`src/common/dsmdc_regs.svh`:
```
`ifndef DSMDC_REGS_SVH
`define DSMDC_REGS_SVH
// Array geometry
`define DSMDC_BANKS 8
`define DSMDC_BANK_BITS 3
`define DSMDC_MUX_BITS 7
`define DSMDC_WORD_BITS 18
// Host address field positions
`define DSMDC_ROW_LSB 1
`define DSMDC_COL_LSB 8
// Register read group select bit
`define DSMDC_EXT_SEL_BIT 14
// Reset values
`define DSMDC_MUX_RST 7'h00
`define DSMDC_RAS_RST 8'h00
`define DSMDC_RAS_ALL 8'hff
`endif

```
`src/common/dsmdc_pkg.sv`:
```
`default_nettype none
package dsmdc_pkg;
    // Address multiplexer source
    typedef enum logic [3:0] {
        DSMDC_SRC_NONE = 4'b0001,
        DSMDC_SRC_ROW = 4'b0010,
        DSMDC_SRC_COL = 4'b0100,
        DSMDC_SRC_REF = 4'b1000
    } dsmdc_src_t;
endpackage
`default_nettype wire

```
`src/hdl/dsmdc_ctl.sv`:
```
// Functional notes
// - Eight row strobes, decoded from bank bits
// - Bank bits flow, held at data latch
// - Bank index is binary of bank bits
// - Unselected banks receive no strobe
// - Refresh: decoder off, all strobes on tap3
// - Seven array lines, row/column from host
// - Row address passes while taps idle
// - Address latch captures row and column
// - Column switch rise selects latched column
// - Column removed at cycle start end
// - Refresh drives counter during cycle start
// - Reads deassert both byte write enables
// - Word write asserts both enables
// - Byte write picks byte by address bit0
// - Enables from bus, inactive in refresh
// - Enables and direction held at data latch
// - Array words eighteen bits, parity high
// - Seven data path outputs, four distinct modes
// - Refresh indicators only in refresh
// - Register cycles act on master sync rise
// - Read: permit enables latch, switch-fall acks
// - Write acknowledge on first tap rise
// - Outputs hold until master sync falls
// - Register read picks group by reg_ext_sel
`include "dsmdc_regs.svh"
`default_nettype none
module dsmdc_ctl
    import dsmdc_pkg::*;
#(
    parameter int MUX_BITS = `DSMDC_MUX_BITS
)
(
    input wire logic sys_clk,
    input wire logic rstn,
    input wire logic bank_sel_hi,
    input wire logic bank_sel_mid,
    input wire logic bank_sel_lo,
    input wire logic [14:0] host_addr,
    input wire logic [6:0] refresh_addr,
    input wire logic bus_c1,
    input wire logic bus_c0,
    input wire logic refresh,
    input wire logic addr_latch_strobe,
    input wire logic data_in_latch_strobe,
    input wire logic cycle_start_tap,
    input wire logic column_switch_tap,
    input wire logic first_timing_tap,
    input wire logic third_timing_tap,
    input wire logic sixth_timing_tap,
    input wire logic array_out_permit,
    input wire logic reg_select,
    input wire logic master_sync_int,
    input wire logic reg_ext_sel,
    output logic [7:0] row_strobe,
    output logic [MUX_BITS-1:0] array_addr,
    output logic [1:0] byte_write_en,
    output logic write_dir_flag,
    output logic refresh_ind,
    output logic array_out_latch_en,
    output logic out_en,
    output logic slave_ack_int,
    output logic reg_common_out_en,
    output logic reg_data_out_en,
    output logic ext_err_addr_out_en,
    output logic reg_write_clock
);
    ////////////////////////////////////////////////////////////////////////
    // Tap sampling and edge pulses
    logic cs_d_r, sw_d_r, t1_d_r, perm_d_r, ms_d_r, al_d_r, di_d_r;
    logic cs_fall, sw_rise, sw_fall, t1_rise, perm_rise, ms_rise, ms_fall;
    logic al_rise, di_rise;

    // One register per edge-detected tap (tap3 and tap6 have none) so every edge is a single-cycle pulse
    always_ff @(posedge sys_clk or negedge rstn) begin
        if (!rstn) begin
            cs_d_r <= 1'b0;
            sw_d_r <= 1'b0;
            t1_d_r <= 1'b0;
            perm_d_r <= 1'b0;
            ms_d_r <= 1'b0;
            al_d_r <= 1'b0;
            di_d_r <= 1'b0;
        end else begin
            cs_d_r <= cycle_start_tap;
            sw_d_r <= column_switch_tap;
            t1_d_r <= first_timing_tap;
            perm_d_r <= array_out_permit;
            ms_d_r <= master_sync_int;
            al_d_r <= addr_latch_strobe;
            di_d_r <= data_in_latch_strobe;
        end
    end

    // Shared edge helpers, so every tap edge is judged the same way
    function automatic logic dsmdc_rise(input logic prev, input logic cur);
        dsmdc_rise = ~prev & cur;
    endfunction

    function automatic logic dsmdc_fall(input logic prev, input logic cur);
        dsmdc_fall = prev & ~cur;
    endfunction

    // A pulse is high only in the first cycle after its tap changes;
    // a tap shorter than one clock is lost, so the chain must hold each tap a cycle
    assign cs_fall = dsmdc_fall(cs_d_r, cycle_start_tap);
    assign sw_rise = dsmdc_rise(sw_d_r, column_switch_tap);
    assign sw_fall = dsmdc_fall(sw_d_r, column_switch_tap);
    assign t1_rise = dsmdc_rise(t1_d_r, first_timing_tap);
    assign perm_rise = dsmdc_rise(perm_d_r, array_out_permit);
    assign ms_rise = dsmdc_rise(ms_d_r, master_sync_int);
    assign ms_fall = dsmdc_fall(ms_d_r, master_sync_int);
    assign al_rise = dsmdc_rise(al_d_r, addr_latch_strobe);
    assign di_rise = dsmdc_rise(di_d_r, data_in_latch_strobe);

    ////////////////////////////////////////////////////////////////////////
    // Row strobe generation
    logic addr_held_r, data_held_r;

    // Latch phases last until the cycle start tap ends
    always_ff @(posedge sys_clk or negedge rstn) begin
        if (!rstn) begin
            addr_held_r <= 1'b0;
            data_held_r <= 1'b0;
        end else begin
            if (al_rise) begin
                addr_held_r <= 1'b1;
            end else if (cs_fall) begin
                addr_held_r <= 1'b0;
            end
            if (di_rise) begin
                data_held_r <= 1'b1;
            end else if (cs_fall) begin
                data_held_r <= 1'b0;
            end
        end
    end

    dsmdc_ras_gen u_ras (
        .sys_clk(sys_clk),
        .rstn(rstn),
        .bank_sel({bank_sel_hi, bank_sel_mid, bank_sel_lo}),
        .bank_hold(data_held_r | di_rise),
        .addr_latched(addr_latch_strobe | addr_held_r),
        .refresh(refresh),
        .ref_all_on(third_timing_tap),
        .row_strobe(row_strobe)
    );

    ////////////////////////////////////////////////////////////////////////
    // Address multiplexer
    logic [6:0] row_r, col_r;
    dsmdc_src_t src_r, src_nxt;

    // Capture both halves on the latch strobe
    always_ff @(posedge sys_clk or negedge rstn) begin
        if (!rstn) begin
            row_r <= `DSMDC_MUX_RST;
            col_r <= `DSMDC_MUX_RST;
        end else if (al_rise) begin
            row_r <= host_addr[`DSMDC_ROW_LSB +: 7];
            col_r <= host_addr[`DSMDC_COL_LSB +: 7];
        end
    end

    // Source selection; refresh overrides host sources entirely
    always_comb begin
        src_nxt = src_r;
        if (refresh) begin
            src_nxt = cycle_start_tap ? DSMDC_SRC_REF : DSMDC_SRC_NONE;
        end else begin
            case (src_r)
                DSMDC_SRC_NONE: begin
                    if (!cycle_start_tap && !column_switch_tap) begin
                        src_nxt = DSMDC_SRC_ROW;
                    end
                end
                DSMDC_SRC_ROW: begin
                    if (sw_rise) begin
                        src_nxt = DSMDC_SRC_COL;
                    end
                end
                DSMDC_SRC_COL: begin
                    if (cs_fall) begin
                        src_nxt = DSMDC_SRC_NONE;
                    end
                end
                DSMDC_SRC_REF: src_nxt = DSMDC_SRC_NONE;
                default: src_nxt = DSMDC_SRC_NONE;
            endcase
        end
    end

    always_ff @(posedge sys_clk or negedge rstn) begin
        if (!rstn) begin
            src_r <= DSMDC_SRC_NONE;
        end else begin
            src_r <= src_nxt;
        end
    end

    // Row path is live until latched, so a late row address still reaches the array
    always_ff @(posedge sys_clk or negedge rstn) begin
        if (!rstn) begin
            array_addr <= `DSMDC_MUX_RST;
        end else begin
            case (src_nxt)
                DSMDC_SRC_ROW: array_addr <= addr_held_r ? row_r : host_addr[`DSMDC_ROW_LSB +: 7];
                DSMDC_SRC_COL: array_addr <= col_r;
                DSMDC_SRC_REF: array_addr <= refresh_addr;
                default: array_addr <= `DSMDC_MUX_RST;
            endcase
        end
    end

    ////////////////////////////////////////////////////////////////////////
    // Byte write enables; array word is data 15-00 plus parity 17,16
    function automatic logic [1:0] dsmdc_wr_decode(input logic c1, input logic c0, input logic a0);
        if (c1) begin
            dsmdc_wr_decode = 2'h0;
        end else if (c0) begin
            dsmdc_wr_decode = 2'h3;
        end else begin
            dsmdc_wr_decode = a0 ? 2'h2 : 2'h1;
        end
    endfunction

    // Follow the bus until the data-in latch, then hold for the cycle
    always_ff @(posedge sys_clk or negedge rstn) begin
        if (!rstn) begin
            byte_write_en <= 2'h0;
            write_dir_flag <= 1'b0;
        end else if (refresh) begin
            byte_write_en <= 2'h0;
        end else if (!data_held_r) begin
            byte_write_en <= dsmdc_wr_decode(bus_c1, bus_c0, host_addr[0]);
            write_dir_flag <= ~bus_c1;
        end
    end

    // Refresh indicator mirrors the refresh phase only
    always_ff @(posedge sys_clk or negedge rstn) begin
        if (!rstn) begin
            refresh_ind <= 1'b0;
        end else begin
            refresh_ind <= refresh;
        end
    end

    ////////////////////////////////////////////////////////////////////////
    // Data path control outputs
    logic mem_rd, mem_wr, reg_rd, reg_wr;
    logic seq_ok;

    // Taps are ignored in refresh; register access still works
    assign seq_ok = ~refresh & ~reg_select & master_sync_int;
    assign mem_rd = seq_ok & ~write_dir_flag;
    assign mem_wr = seq_ok & write_dir_flag;
    assign reg_rd = reg_select & ms_rise & bus_c1;
    assign reg_wr = reg_select & ms_rise & ~bus_c1;

    // Each output is set by its event and cleared by master sync falling
    always_ff @(posedge sys_clk or negedge rstn) begin
        if (!rstn) begin
            array_out_latch_en <= 1'b0;
            out_en <= 1'b0;
            slave_ack_int <= 1'b0;
            reg_common_out_en <= 1'b0;
            reg_data_out_en <= 1'b0;
            ext_err_addr_out_en <= 1'b0;
            reg_write_clock <= 1'b0;
        end else if (ms_fall || !master_sync_int) begin
            array_out_latch_en <= 1'b0;
            out_en <= 1'b0;
            slave_ack_int <= 1'b0;
            reg_common_out_en <= 1'b0;
            reg_data_out_en <= 1'b0;
            ext_err_addr_out_en <= 1'b0;
            reg_write_clock <= 1'b0;
        end else begin
            if (mem_rd && perm_rise) begin
                array_out_latch_en <= 1'b1;
            end
            if (mem_rd && sw_fall && sixth_timing_tap) begin
                out_en <= 1'b1;
                slave_ack_int <= 1'b1;
            end
            if (mem_wr && t1_rise) begin
                slave_ack_int <= 1'b1;
            end
            if (reg_rd) begin
                out_en <= 1'b1;
                slave_ack_int <= 1'b1;
                reg_common_out_en <= 1'b1;
                reg_data_out_en <= ~reg_ext_sel;
                ext_err_addr_out_en <= reg_ext_sel;
            end
            if (reg_wr) begin
                reg_write_clock <= 1'b1;
                slave_ack_int <= 1'b1;
            end
        end
    end
endmodule
`default_nettype wire

```
`src/hdl/dsmdc_ras_gen.sv`:
```
`include "dsmdc_regs.svh"
`default_nettype none
module dsmdc_ras_gen
    import dsmdc_pkg::*;
(
    input wire logic sys_clk,
    input wire logic rstn,
    input wire logic [2:0] bank_sel,
    input wire logic bank_hold,
    input wire logic addr_latched,
    input wire logic refresh,
    input wire logic ref_all_on,
    output logic [7:0] row_strobe
);
    logic [2:0] bank_r;
    logic [7:0] row_strobe_nxt;

    // Bank bits flow through until the data-in latch, then stay put
    always_ff @(posedge sys_clk or negedge rstn) begin
        if (!rstn) begin
            bank_r <= 3'h0;
        end else if (!bank_hold) begin
            bank_r <= bank_sel;
        end
    end

    // Decoder is gated by the address latch and disabled in refresh
    always_comb begin
        row_strobe_nxt = `DSMDC_RAS_RST;
        if (refresh) begin
            if (ref_all_on) begin
                row_strobe_nxt = `DSMDC_RAS_ALL;
            end
        end else if (addr_latched) begin
            row_strobe_nxt[bank_r] = 1'b1;
        end
    end

    // Registered strobes avoid decoder glitches on the array
    always_ff @(posedge sys_clk or negedge rstn) begin
        if (!rstn) begin
            row_strobe <= `DSMDC_RAS_RST;
        end else begin
            row_strobe <= row_strobe_nxt;
        end
    end
endmodule
`default_nettype wire

```
`config.mk`:
```
export PLATFORM = sky130hd
export DESIGN_NAME = dsmdc_ctl
export DESIGN_NICKNAME = d
export VERILOG_FILES = /design/src/common/dsmdc_pkg.sv /design/src/hdl/dsmdc_ctl.sv /design/src/hdl/dsmdc_ras_gen.sv
export VERILOG_INCLUDE_DIRS = /design/src /design/src/common
export SDC_FILE = /design/constraint.sdc
export NUM_CORES = 1
export LEC_CHECK = 0
export BUFFER_PORTS_ARGS = -buffer_cell sky130_fd_sc_hd__buf_2
export CAP_MARGIN = 20
export CORE_MARGIN = 10
export CORE_UTILIZATION = 44
export DETAILED_ROUTE_END_ITERATION = 12
export PLACE_DENSITY = 0.82
export SLEW_MARGIN = 10
export SYNTH_ARGS = -nofsm -noshare
export SYNTH_HDL_FRONTEND = slang
export SYNTH_SLANG_ARGS = --single-unit
```
`constraint.sdc`:
```
create_clock -name sys_clk -period 2.9 [get_ports sys_clk]
set_clock_uncertainty 0.1 [all_clocks]
set_input_delay 0.58 -clock sys_clk [delete_from_list [all_inputs] [get_ports sys_clk]]
set_output_delay 0.58 -clock sys_clk [all_outputs]
set_load 0.02 [all_outputs]
```
Word-level counts from Yosys, hierarchy flattened

Index checks and enable logic that the tools add are counted.

RAM bits: 0
Register bits: 56
Word-level logic and storage cells: 123
ROM bits: 0
Memories kept: 0
Bits of input ports: 41
Bits in latches: 0

Reduce and logical (&&, ||, !) cells: 18
$mul: 0
Multiplexer cells: 38
$add $sub $neg: 0
Shift operators: 0
Equal/unequal tests: 7
Div/mod/pow operators: 0
Bitwise gates (word level): 33
Order comparisons: 2

Operators with widths:

| operator           | number |
|---|---|
| $mux 8             | 3 |
| $mux 1             | 21 |
| $pmux 7 s3         | 1 |
| $mux 4             | 5 |
| $and 1x1->1        | 16 |
| $not 1->1          | 15 |
| $pmux 4 s3         | 1 |
| $mux 2             | 5 |
| $reduce_bool 2->1  | 5 |
| $eq 4x2->1 const B | 2 |
| $eq 4x3->1 const B | 2 |
| $mux 7             | 1 |
| $logic_and 1x1->1  | 6 |
| $reduce_bool 5->1  | 1 |
| $eq 4x1->1 const B | 1 |
| $eq 4x4->1 const B | 1 |
| $lt 3x4->1 const B | 1 |
| $demux 1 s3        | 1 |
| $ge 3x1->1 const B | 1 |
| $logic_not 1->1    | 3 |
| $reduce_bool 3->1  | 1 |
| $ne 2x2->1 const B | 1 |
| $or 1x1->1         | 2 |
| $reduce_and 2->1   | 1 |
| $logic_or 1x1->1   | 1 |

Longest topological paths before layout

Gate-level depths: netlist of the first run.

Word-level depth: 11
Gate-level depth with buffers: 5
Gate-level depth less buffers: 4

Hierarchy

From an unflattened synthesis of the first run, not the netlist that was laid out.

Cell total of the unflattened synthesis: 178
Area, all modules: 2287.2 um^2

By module, submodules not included:

| module        | sequential area each (um^2) | area an instance (um^2) | cells an instance | times used |
|---|---|---|---|---|
| dsmdc_ctl     | 1127.3                      | 1893.1                  | 149               | 1 |
| dsmdc_ras_gen | 275.3                       | 394.1                   | 29                | 1 |

Least setup slack after synthesis of the first run

No wires, ideal clock.

Kind: input-to-reg
Start point: input port refresh
End point: register slave_ack_int
Stages on the path: 4
Setup time: 0.067 ns
Slack: 1.140 ns
Data required time: 2.733 ns
Arrival: 1.593 ns
Cells stage by stage: buf_2 -> or3b_1 -> nor4_1 -> o41a_1

Cells in the longest elaborated chain, start to end: 9

Ends and longest elaborated chain:

| item                           | RTL line         | RTL |
|---|---|---|
| start: declaration             | dsmdc_ctl.sv:43  | `input wire logic refresh,` |
| $not 1->1 (no source line) (*) | --               |  |
| $and 1x1->1 (*) (2 in a row)   | dsmdc_ctl.sv:256 | `assign seq_ok = ~refresh & ~reg_select & master_sync_int;` |
| $and 1x1->1                    | dsmdc_ctl.sv:258 | `assign mem_wr = seq_ok & write_dir_flag;` |
| $logic_and 1x1->1              | dsmdc_ctl.sv:288 | `if (mem_wr && t1_rise) begin` |
| $mux 1                         | dsmdc_ctl.sv:288 |  |
| $mux 1                         | dsmdc_ctl.sv:291 | `if (reg_rd) begin` |
| $mux 1                         | dsmdc_ctl.sv:298 | `if (reg_wr) begin` |
| $mux 1                         | dsmdc_ctl.sv:272 | `end else if (ms_fall \|\| !master_sync_int) begin` |
| end signal: assignment         | dsmdc_ctl.sv:289 | `slave_ack_int <= 1'b1;` |
| end signal: assignment         | dsmdc_ctl.sv:293 | `slave_ack_int <= 1'b1;` |
| end signal: assignment         | dsmdc_ctl.sv:300 | `slave_ack_int <= 1'b1;` |
| end: declaration               | dsmdc_ctl.sv:62  | `output logic slave_ack_int,` |

Every way passes the cells marked *; elsewhere a longest branch is shown, timed or not.
A chain may end at the register's enable or synchronous reset.

Worst setup path in the final report of the first run

Start point: register src_r[0]
End point: register array_addr[0]

Cells in the longest elaborated chain, start to end: 5

Ends and longest elaborated chain:

| item                                     | RTL line         | RTL |
|---|---|---|
| start: declaration                       | dsmdc_ctl.sv:153 | `dsmdc_src_t src_r, src_nxt;` |
| start signal: assignment                 | dsmdc_ctl.sv:198 | `src_r <= src_nxt;` |
| $eq 4x3->1, or another cell as far along | dsmdc_ctl.sv:172 | `case (src_r)` |
| $pmux 4 s3 (*)                           | dsmdc_ctl.sv:172 |  |
| $mux 4 (*)                               | dsmdc_ctl.sv:169 | `if (refresh) begin` |
| $eq 4x4->1, or another cell as far along | dsmdc_ctl.sv:207 | `case (src_nxt)` |
| $pmux 7 s3 (*)                           | dsmdc_ctl.sv:207 |  |
| end signal: assignment                   | dsmdc_ctl.sv:208 | `` DSMDC_SRC_ROW: array_addr <= addr_held_r ? row_r : host_addr[`DSMDC_ROW_LSB +: 7]; `` |
| end signal: assignment                   | dsmdc_ctl.sv:209 | `DSMDC_SRC_COL: array_addr <= col_r;` |
| end signal: assignment                   | dsmdc_ctl.sv:210 | `DSMDC_SRC_REF: array_addr <= refresh_addr;` |
| end: declaration                         | dsmdc_ctl.sv:56  | `output logic [MUX_BITS-1:0] array_addr,` |

Marked as above.

==> results of run 1 <==
flip-flops by register name (all words and copies together), names as in the netlist, 2 cells and up:
name,flops
u_ras.row_strobe,8
u_ras.bank_r,3
row_r,7
col_r,7
array_addr,7
src_r,4
byte_write_en,2
layout by cell type (no fill, tap or decap), drive strengths merged:
cell type	n
buf	68
o21bai	2
o21a	2
nand3b	1
mux2	17
nand2	18
o31a	1
mux2i	7
inv	13
dfrtp	55
o211ai	1
a21boi	1
or4b	3
a22o	1
o21ai	8
a211oi	1
clkinv	1
nand2b	4
nor4	1
bufinv	1
or3b	1
a21oi	5
xor2	1
o221ai	7
dfstp	1
nor2b	3
o31ai	2
and2	3
or3	1
o41ai	1
nor3	3
nor2	11
nor3b	1
o22ai	1
o41a	1
clkbuf	6
through the flow:
step	power (µW)	setup slack, ps	instances	cell area [µm²]
after floorplan	1060	1140	183	2270
after CTS	1660	1050	324	2790
final	1630	1070	324	2790
after detailed placement	1170	988	316	2680
after global placement	1160	1070	316	2680
after global routing	1730	990	324	2790
per-layer routing:
| layer | vias to the layer above | part of all wire (%) |
|---|---|---|
| li1 | 771 | - |
| met1 | 747 | 43 |
| met2 | 56 | 45 |
| met3 | 2 | 11 |
| met4 | 0 | 0.37 |
| met5 | - | 0 |
area by class of cell:
class                   instances  area, µm²
clock inverters                 2       35.0
repair buffers                 68        345
flip-flops and latches         56       1400
well taps                      70       87.6
fillers                       455       2260
inverters                      13       48.8
multi-input cells             109        793
clock buffers                   6       72.6
cell usage after synthesis, types with 2 or more instances:
| master | count | area share (%) |
|---|---|---|
| inv_1 | 13 | 2.2 |
| clkbuf_1 | 2 | 0.33 |
| nor2_1 | 11 | 1.8 |
| mux2_2 | 17 | 8.4 |
| buf_2 | 3 | 0.66 |
| o31ai_1 | 2 | 0.66 |
| nor2b_1 | 2 | 0.55 |
| dfrtp_1 | 55 | 61 |
| or4b_1 | 2 | 0.88 |
| o21a_1 | 2 | 0.66 |
| and2_1 | 3 | 0.83 |
| a21oi_1 | 5 | 1.1 |
| nand2_1 | 18 | 3.0 |
| nor3_1 | 3 | 0.66 |
| o221ai_1 | 7 | 2.7 |
| nand2b_1 | 4 | 1.1 |
| o21ai_0 | 8 | 1.8 |
| mux2i_1 | 7 | 3.1 |
power groups by stage:
| stage | Sequential [µW] | Combinational, µW | Clock, µW |
|---|---|---|---|
| final | 904 | 240 | 486 |
| after global routing | 916 | 268 | 543 |
| after CTS | 905 | 245 | 505 |
| after detailed placement | 920 | 245 | 0 |
| after global placement | 916 | 239 | 0 |
| after floorplan | 938 | 120 | 0 |
logic make-up (layout without fill, tap and decap cells):
group	after synthesis	in the layout	synth area share, %
flip-flops	56	56	61.9
buffers and inverters	18	89	3.15
AND/OR/NAND/NOR	50	50	11.9
multiplexers	24	24	11.5
AO/OA/AOI/OAI	34	34	11.1
XOR/XNOR	1	1	0.386
worst max path at each step:
stage,to,depth (start not counted)
final,array_addr[0],4
after global placement,slave_ack_int,4
after detailed placement,slave_ack_int,4
after floorplan,slave_ack_int,4
after CTS,array_addr[0],4
after global routing,array_addr[0],4
==> results.json, run 1 <==
{
  "rows": 26,
  "io_buffers": 66,
  "finalSetupTns_ps": 0,
  "vdd_drop_max_v": 0.000280,
  "cts_buffer_depth": 2,
  "final_max_slew_viol_count": 0,
  "max_slew_margin_pct": 52.1,
  "dr.pass1.iters": 4,
  "htree_num_levels": 2,
  "seqPwrFrac_pct": 55.5,
  "cp-start-kind": "flop",
  "synthArstFlopShare_pct": 100,
  "rsz0062_at_grt": "false",
  "ys.flop_type": "dfrtp_1",
  "grt-ovfl-total": 0,
  "clk_latency_ps": 300,
  "cp_slowest_cell": "dfstp_2",
  "startpoint": "src_r[0]",
  "reg2regPathDepth": 4,
  "hold_violations": 0,
  "grt_max_degree": 26,
  "grt_pass1_wl_um": 8090,
  "drive_gt1_share_pct": 38.6,
  "wirelength_um": 4830,
  "crit_buf_inv": 0,
  "power_switching_uw": 407,
  "gp_congestion": 0.772,
  "hold_path.class": "input port to async pin",
  "synth_nets": 224,
  "synth-edff-count": 0,
  "worstPathMaxFanout": 8,
  "grt_pass1_vias": 1751,
  "tightestPinTransition_ps": 718,
  "grt_util_met3_pct": 7.17,
  "max_cap_viol_count": 0,
  "utilization_pct": 55.2,
  "synth-seq-cells": 56,
  "hold_ws_ps": 146,
  "reg2reg_to": "array_addr[0]",
  "via_per_inst": 4.86,
  "cts_resized": 0,
  "powerDensity_nw_per_um2": 585,
  "first_iter_violations": 32,
  "setup_viol": 0,
  "num_vias": 1576,
  "cts_tree": "built",
  "crit_chain": "or4b_1 -> nor3_1 -> o21bai_2 -> o221ai_1",
  "cts_setup_buffers": 0,
  "critical_path_class": "flop to flop",
  "cp_slowest_stage_delay_ps": 570,
  "fin_crit_ps": 1830,
  "start_util_pct": 45.0,
  "syn_to_final_growth_pct": 22.8,
  "r2r_start": "src_r[0]",
  "sw_frac_of_total_pct": 25.0,
  "antenna_cells": 0,
  "top_level_ports": 67,
  "cp-end-kind": "flop",
  "route.detailed.drc": 0,
  "worst_ep_arrival_time_ps": 1930,
  "grt_usage_pct": 11.8,
  "placeableCoreArea_um2": 5040,
  "ctsHoldBuffers": 0,
  "antenna_found_initial": 0,
  "syn_area_um2": 2270,
  "die_h_um": 91.8,
  "postSynthAreaPerCell_um2": 12.4,
  "synth-seq-area-share_pct": 61.9,
  "grtUsageMet2_pct": 18.7,
  "comb_power_share_pct": 14.7,
  "ant_nets": 0,
  "busiest_layer": "met2",
  "rrSetupSlack_ps": 1070,
  "clock_sinks": 56,
  "wl_per_cell_um": 14.9,
  "timing.final.crit_share_pct": 63.0,
  "cpLargestDelayFamily": "simple AND/OR/NAND/NOR gates",
  "yosysUniqueCellTypes": 37,
  "cts_made_buffers": 5,
  "leakage_uw": 0.00141,
  "clockPowerShare_pct": 29.8,
  "met1_usage_pct": 13.2,
  "max_freq_mhz": 547,
  "p_int_uw": 1220,
  "worstPathRequired_ps": 3000,
  "status": "finished clean",
  "netlist_instances": 183,
  "yosysWarnings": 0,
  "die_x_um": 91.8,
  "clkTransAtPathRegs_ps": 90,
  "root_buffer": "clkbuf_8",
  "dpl.hpwl_um": 3780,
  "nets": 294,
  "dieArea_um2": 8420
}
(Power assumes the default switching activity.)
==> inputs of run 2 (changes only) <==
Clock period 2.9 ns to 1.7 ns, I/O delays scaled along.
==> run 2 against run 1 <==
  * First-iteration DRC count rose by 66%
  * Clock power rose by 82%
  * Sequential share of layout area fell by 2.1 points
  * Critical endpoint is now array_addr[4]
  * Global-route usage rose by 0.54 points
  * Sequential cell count did not move
  * Critical path type unchanged
  * Register-to-register slack got worse by 1100 ps
  * Highest routed layer unchanged
  * The run now ends with negative setup slack left
  * Fmax rose by 3.9%
  * Worst hold slack got worse by 99 ps
  * Wire length rose by 2.5%
==> results.json, run 2 (synthesized netlist as in run 1, its figures left out) <==
{
  "status": "finished, violations left",
  "violations": "negative setup slack",
  "reg2reg_to": "array_addr[4]",
  "worstPathMaxFanout": 8,
  "grt_pass1_wl_um": 8430,
  "htree_num_levels": 2,
  "num_vias": 1609,
  "stdcell_count": 331,
  "worst_ep_arrival_time_ps": 1880,
  "hold_violations": 0,
  "antenna_found_initial": 0,
  "rsz0062_at_grt": "true",
  "hold_path.class": "input port to flop",
  "endpoint": "array_addr[4]",
  "dr.pass1.iters": 4,
  "nets": 301,
  "crit_chain": "or4b_4 -> nor3b_4 -> o21bai_4 -> o221ai_1",
  "cts_made_buffers": 5,
  "grt_usage_pct": 12.3,
  "final.setup.worst_slack_ps": -59.1,
  "rrSetupSlack_ps": -60,
  "antenna_cells": 0,
  "tightestPinTransition_ps": 398,
  "dieArea_um2": 8420,
  "die_x_um": 91.8,
  "syn_to_final_growth_pct": 28.3,
  "p_int_uw": 2110,
  "wl_per_cell_um": 14.9,
  "top_level_ports": 67,
  "root_buffer": "clkbuf_8",
  "sw_frac_of_total_pct": 26.4,
  "drive_gt1_share_pct": 42.1,
  "placeableCoreArea_um2": 5040,
  "regMostFlops": "u_ras.row_strobe",
  "clk_latency_ps": 310,
  "grt_max_degree": 25,
  "clockPowerShare_pct": 30.8,
  "max_cap_viol_count": 0,
  "vdd_drop_max_v": 0.000595,
  "gp_congestion": 0.849,
  "seqPwrFrac_pct": 53.3,
  "place_ws_ps": -72.3,
  "grt_pass1_vias": 1784,
  "timing.final.crit_share_pct": 103,
  "clock_sinks": 56,
  "worstPathRequired_ps": 1820,
  "ant_nets": 0,
  "die_h_um": 91.8,
  "cp_slowest_cell": "or4b_4",
  "reg2regPathDepth": 4,
  "grt-ovfl-total": 0,
  "cp-end-kind": "flop",
  "critical_path_class": "flop to flop",
  "cts_tree": "built",
  "startpoint": "src_r[3]",
  "fin_crit_ps": 1760,
  "power_switching_uw": 760,
  "route.detailed.drc": 0,
  "rows": 26,
  "max_freq_mhz": 568,
  "clkTransAtPathRegs_ps": 100,
  "io_buffers": 66,
  "start_util_pct": 45.0,
  "setup_viol": 5,
  "largest_reg_flops": 8,
  "first_iter_violations": 53,
  "final_max_slew_viol_count": 0,
  "cp-start-kind": "flop",
  "cts_buffer_depth": 2,
  "leakage_uw": 0.00145,
  "mostFrequentLayoutCells": "buf_2 (66), dfrtp_1 (55), nand2_1 (18), mux2_2 (17), inv_1 (13)",
  "via_per_inst": 4.86,
  "max_slew_margin_pct": 73.2,
  "layout_commonest_cell": "buf_2",
  "cp_slowest_stage_delay_ps": 570,
  "r2r_start": "src_r[3]",
  "dp_cells": 321,
  "finalSetupTns_ps": -132,
  "comb_power_share_pct": 15.9,
  "wirelength_um": 4950,
  "dpl.hpwl_um": 3860,
  "powerDensity_nw_per_um2": 988
}
[run 2: worst min path at each step]
stage	startpoint	end	slack [ps]	cells after the start
after floorplan	rstn	addr_held_r	-60	0
after global placement	rstn	out_en	170	1
after detailed placement	rstn	out_en	180	1
after CTS	first_timing_tap	t1_d_r	40	1
after global routing	array_out_permit	perm_d_r	30	1
final	first_timing_tap	t1_d_r	50	1
[run 2: metrics by stage]
stage          area, µm²  utilization, %  total power [µW]  hold WS (ps)
6_report            2910            57.7              2870          47.3
5_1_grt             2910            57.7              3020          31.4
4_1_cts             2880            57.2              2900          40.7
3_5_place_dp        2740            54.3              2010           182
3_3_place_gp        2740            54.3              1990           170
2_1_floorplan       2270               -              1810         -55.6
[run 2: repair_timing]
item | 4_1_cts | 5_1_grt
pin swaps | 1 | 0
endpoints found under the setup margin | 7 | 7
setup buffers | 1 | 0
gates resized for setup | 2 | 4
endpoints found under the hold margin | 11 | 0
hold buffers | 1 | 0
[run 2: power groups by stage]
stage	clock (µW)	combinational, µW	sequential (µW)
2_1_floorplan	0	204	1600
3_3_place_gp	0	438	1550
3_5_place_dp	0	452	1560
4_1_cts	907	459	1530
5_1_grt	958	508	1550
6_report	885	456	1530
[run 2: area by class of cell]
| cell class | count | area (µm²) |
|---|---|---|
| Multi-Input combinational cell | 109 | 828 |
| Clock buffer | 5 | 68.8 |
| Sequential cell | 56 | 1400 |
| Tap cell | 70 | 87.6 |
| Fill cell | 430 | 2130 |
| Clock inverter | 3 | 46.3 |
| Inverter | 13 | 48.8 |
| Timing Repair Buffer | 75 | 425 |
[run 2: routing by layer]
layer / track usage, % / share of wire (%)
met1: 13.9 / 44
met2: 20.3 / 46
met3: 6.19 / 9.4
met4: 3.08 / 1.0
met5: 0 / 0
[run 2: worst max-delay path: cells and delay by family, from the launching register on]
| family | cells | cell delay, ps |
|---|---|---|
| compound gates | 2 | 350 |
| flops | 1 | 420 |
| simple gates | 2 | 800 |
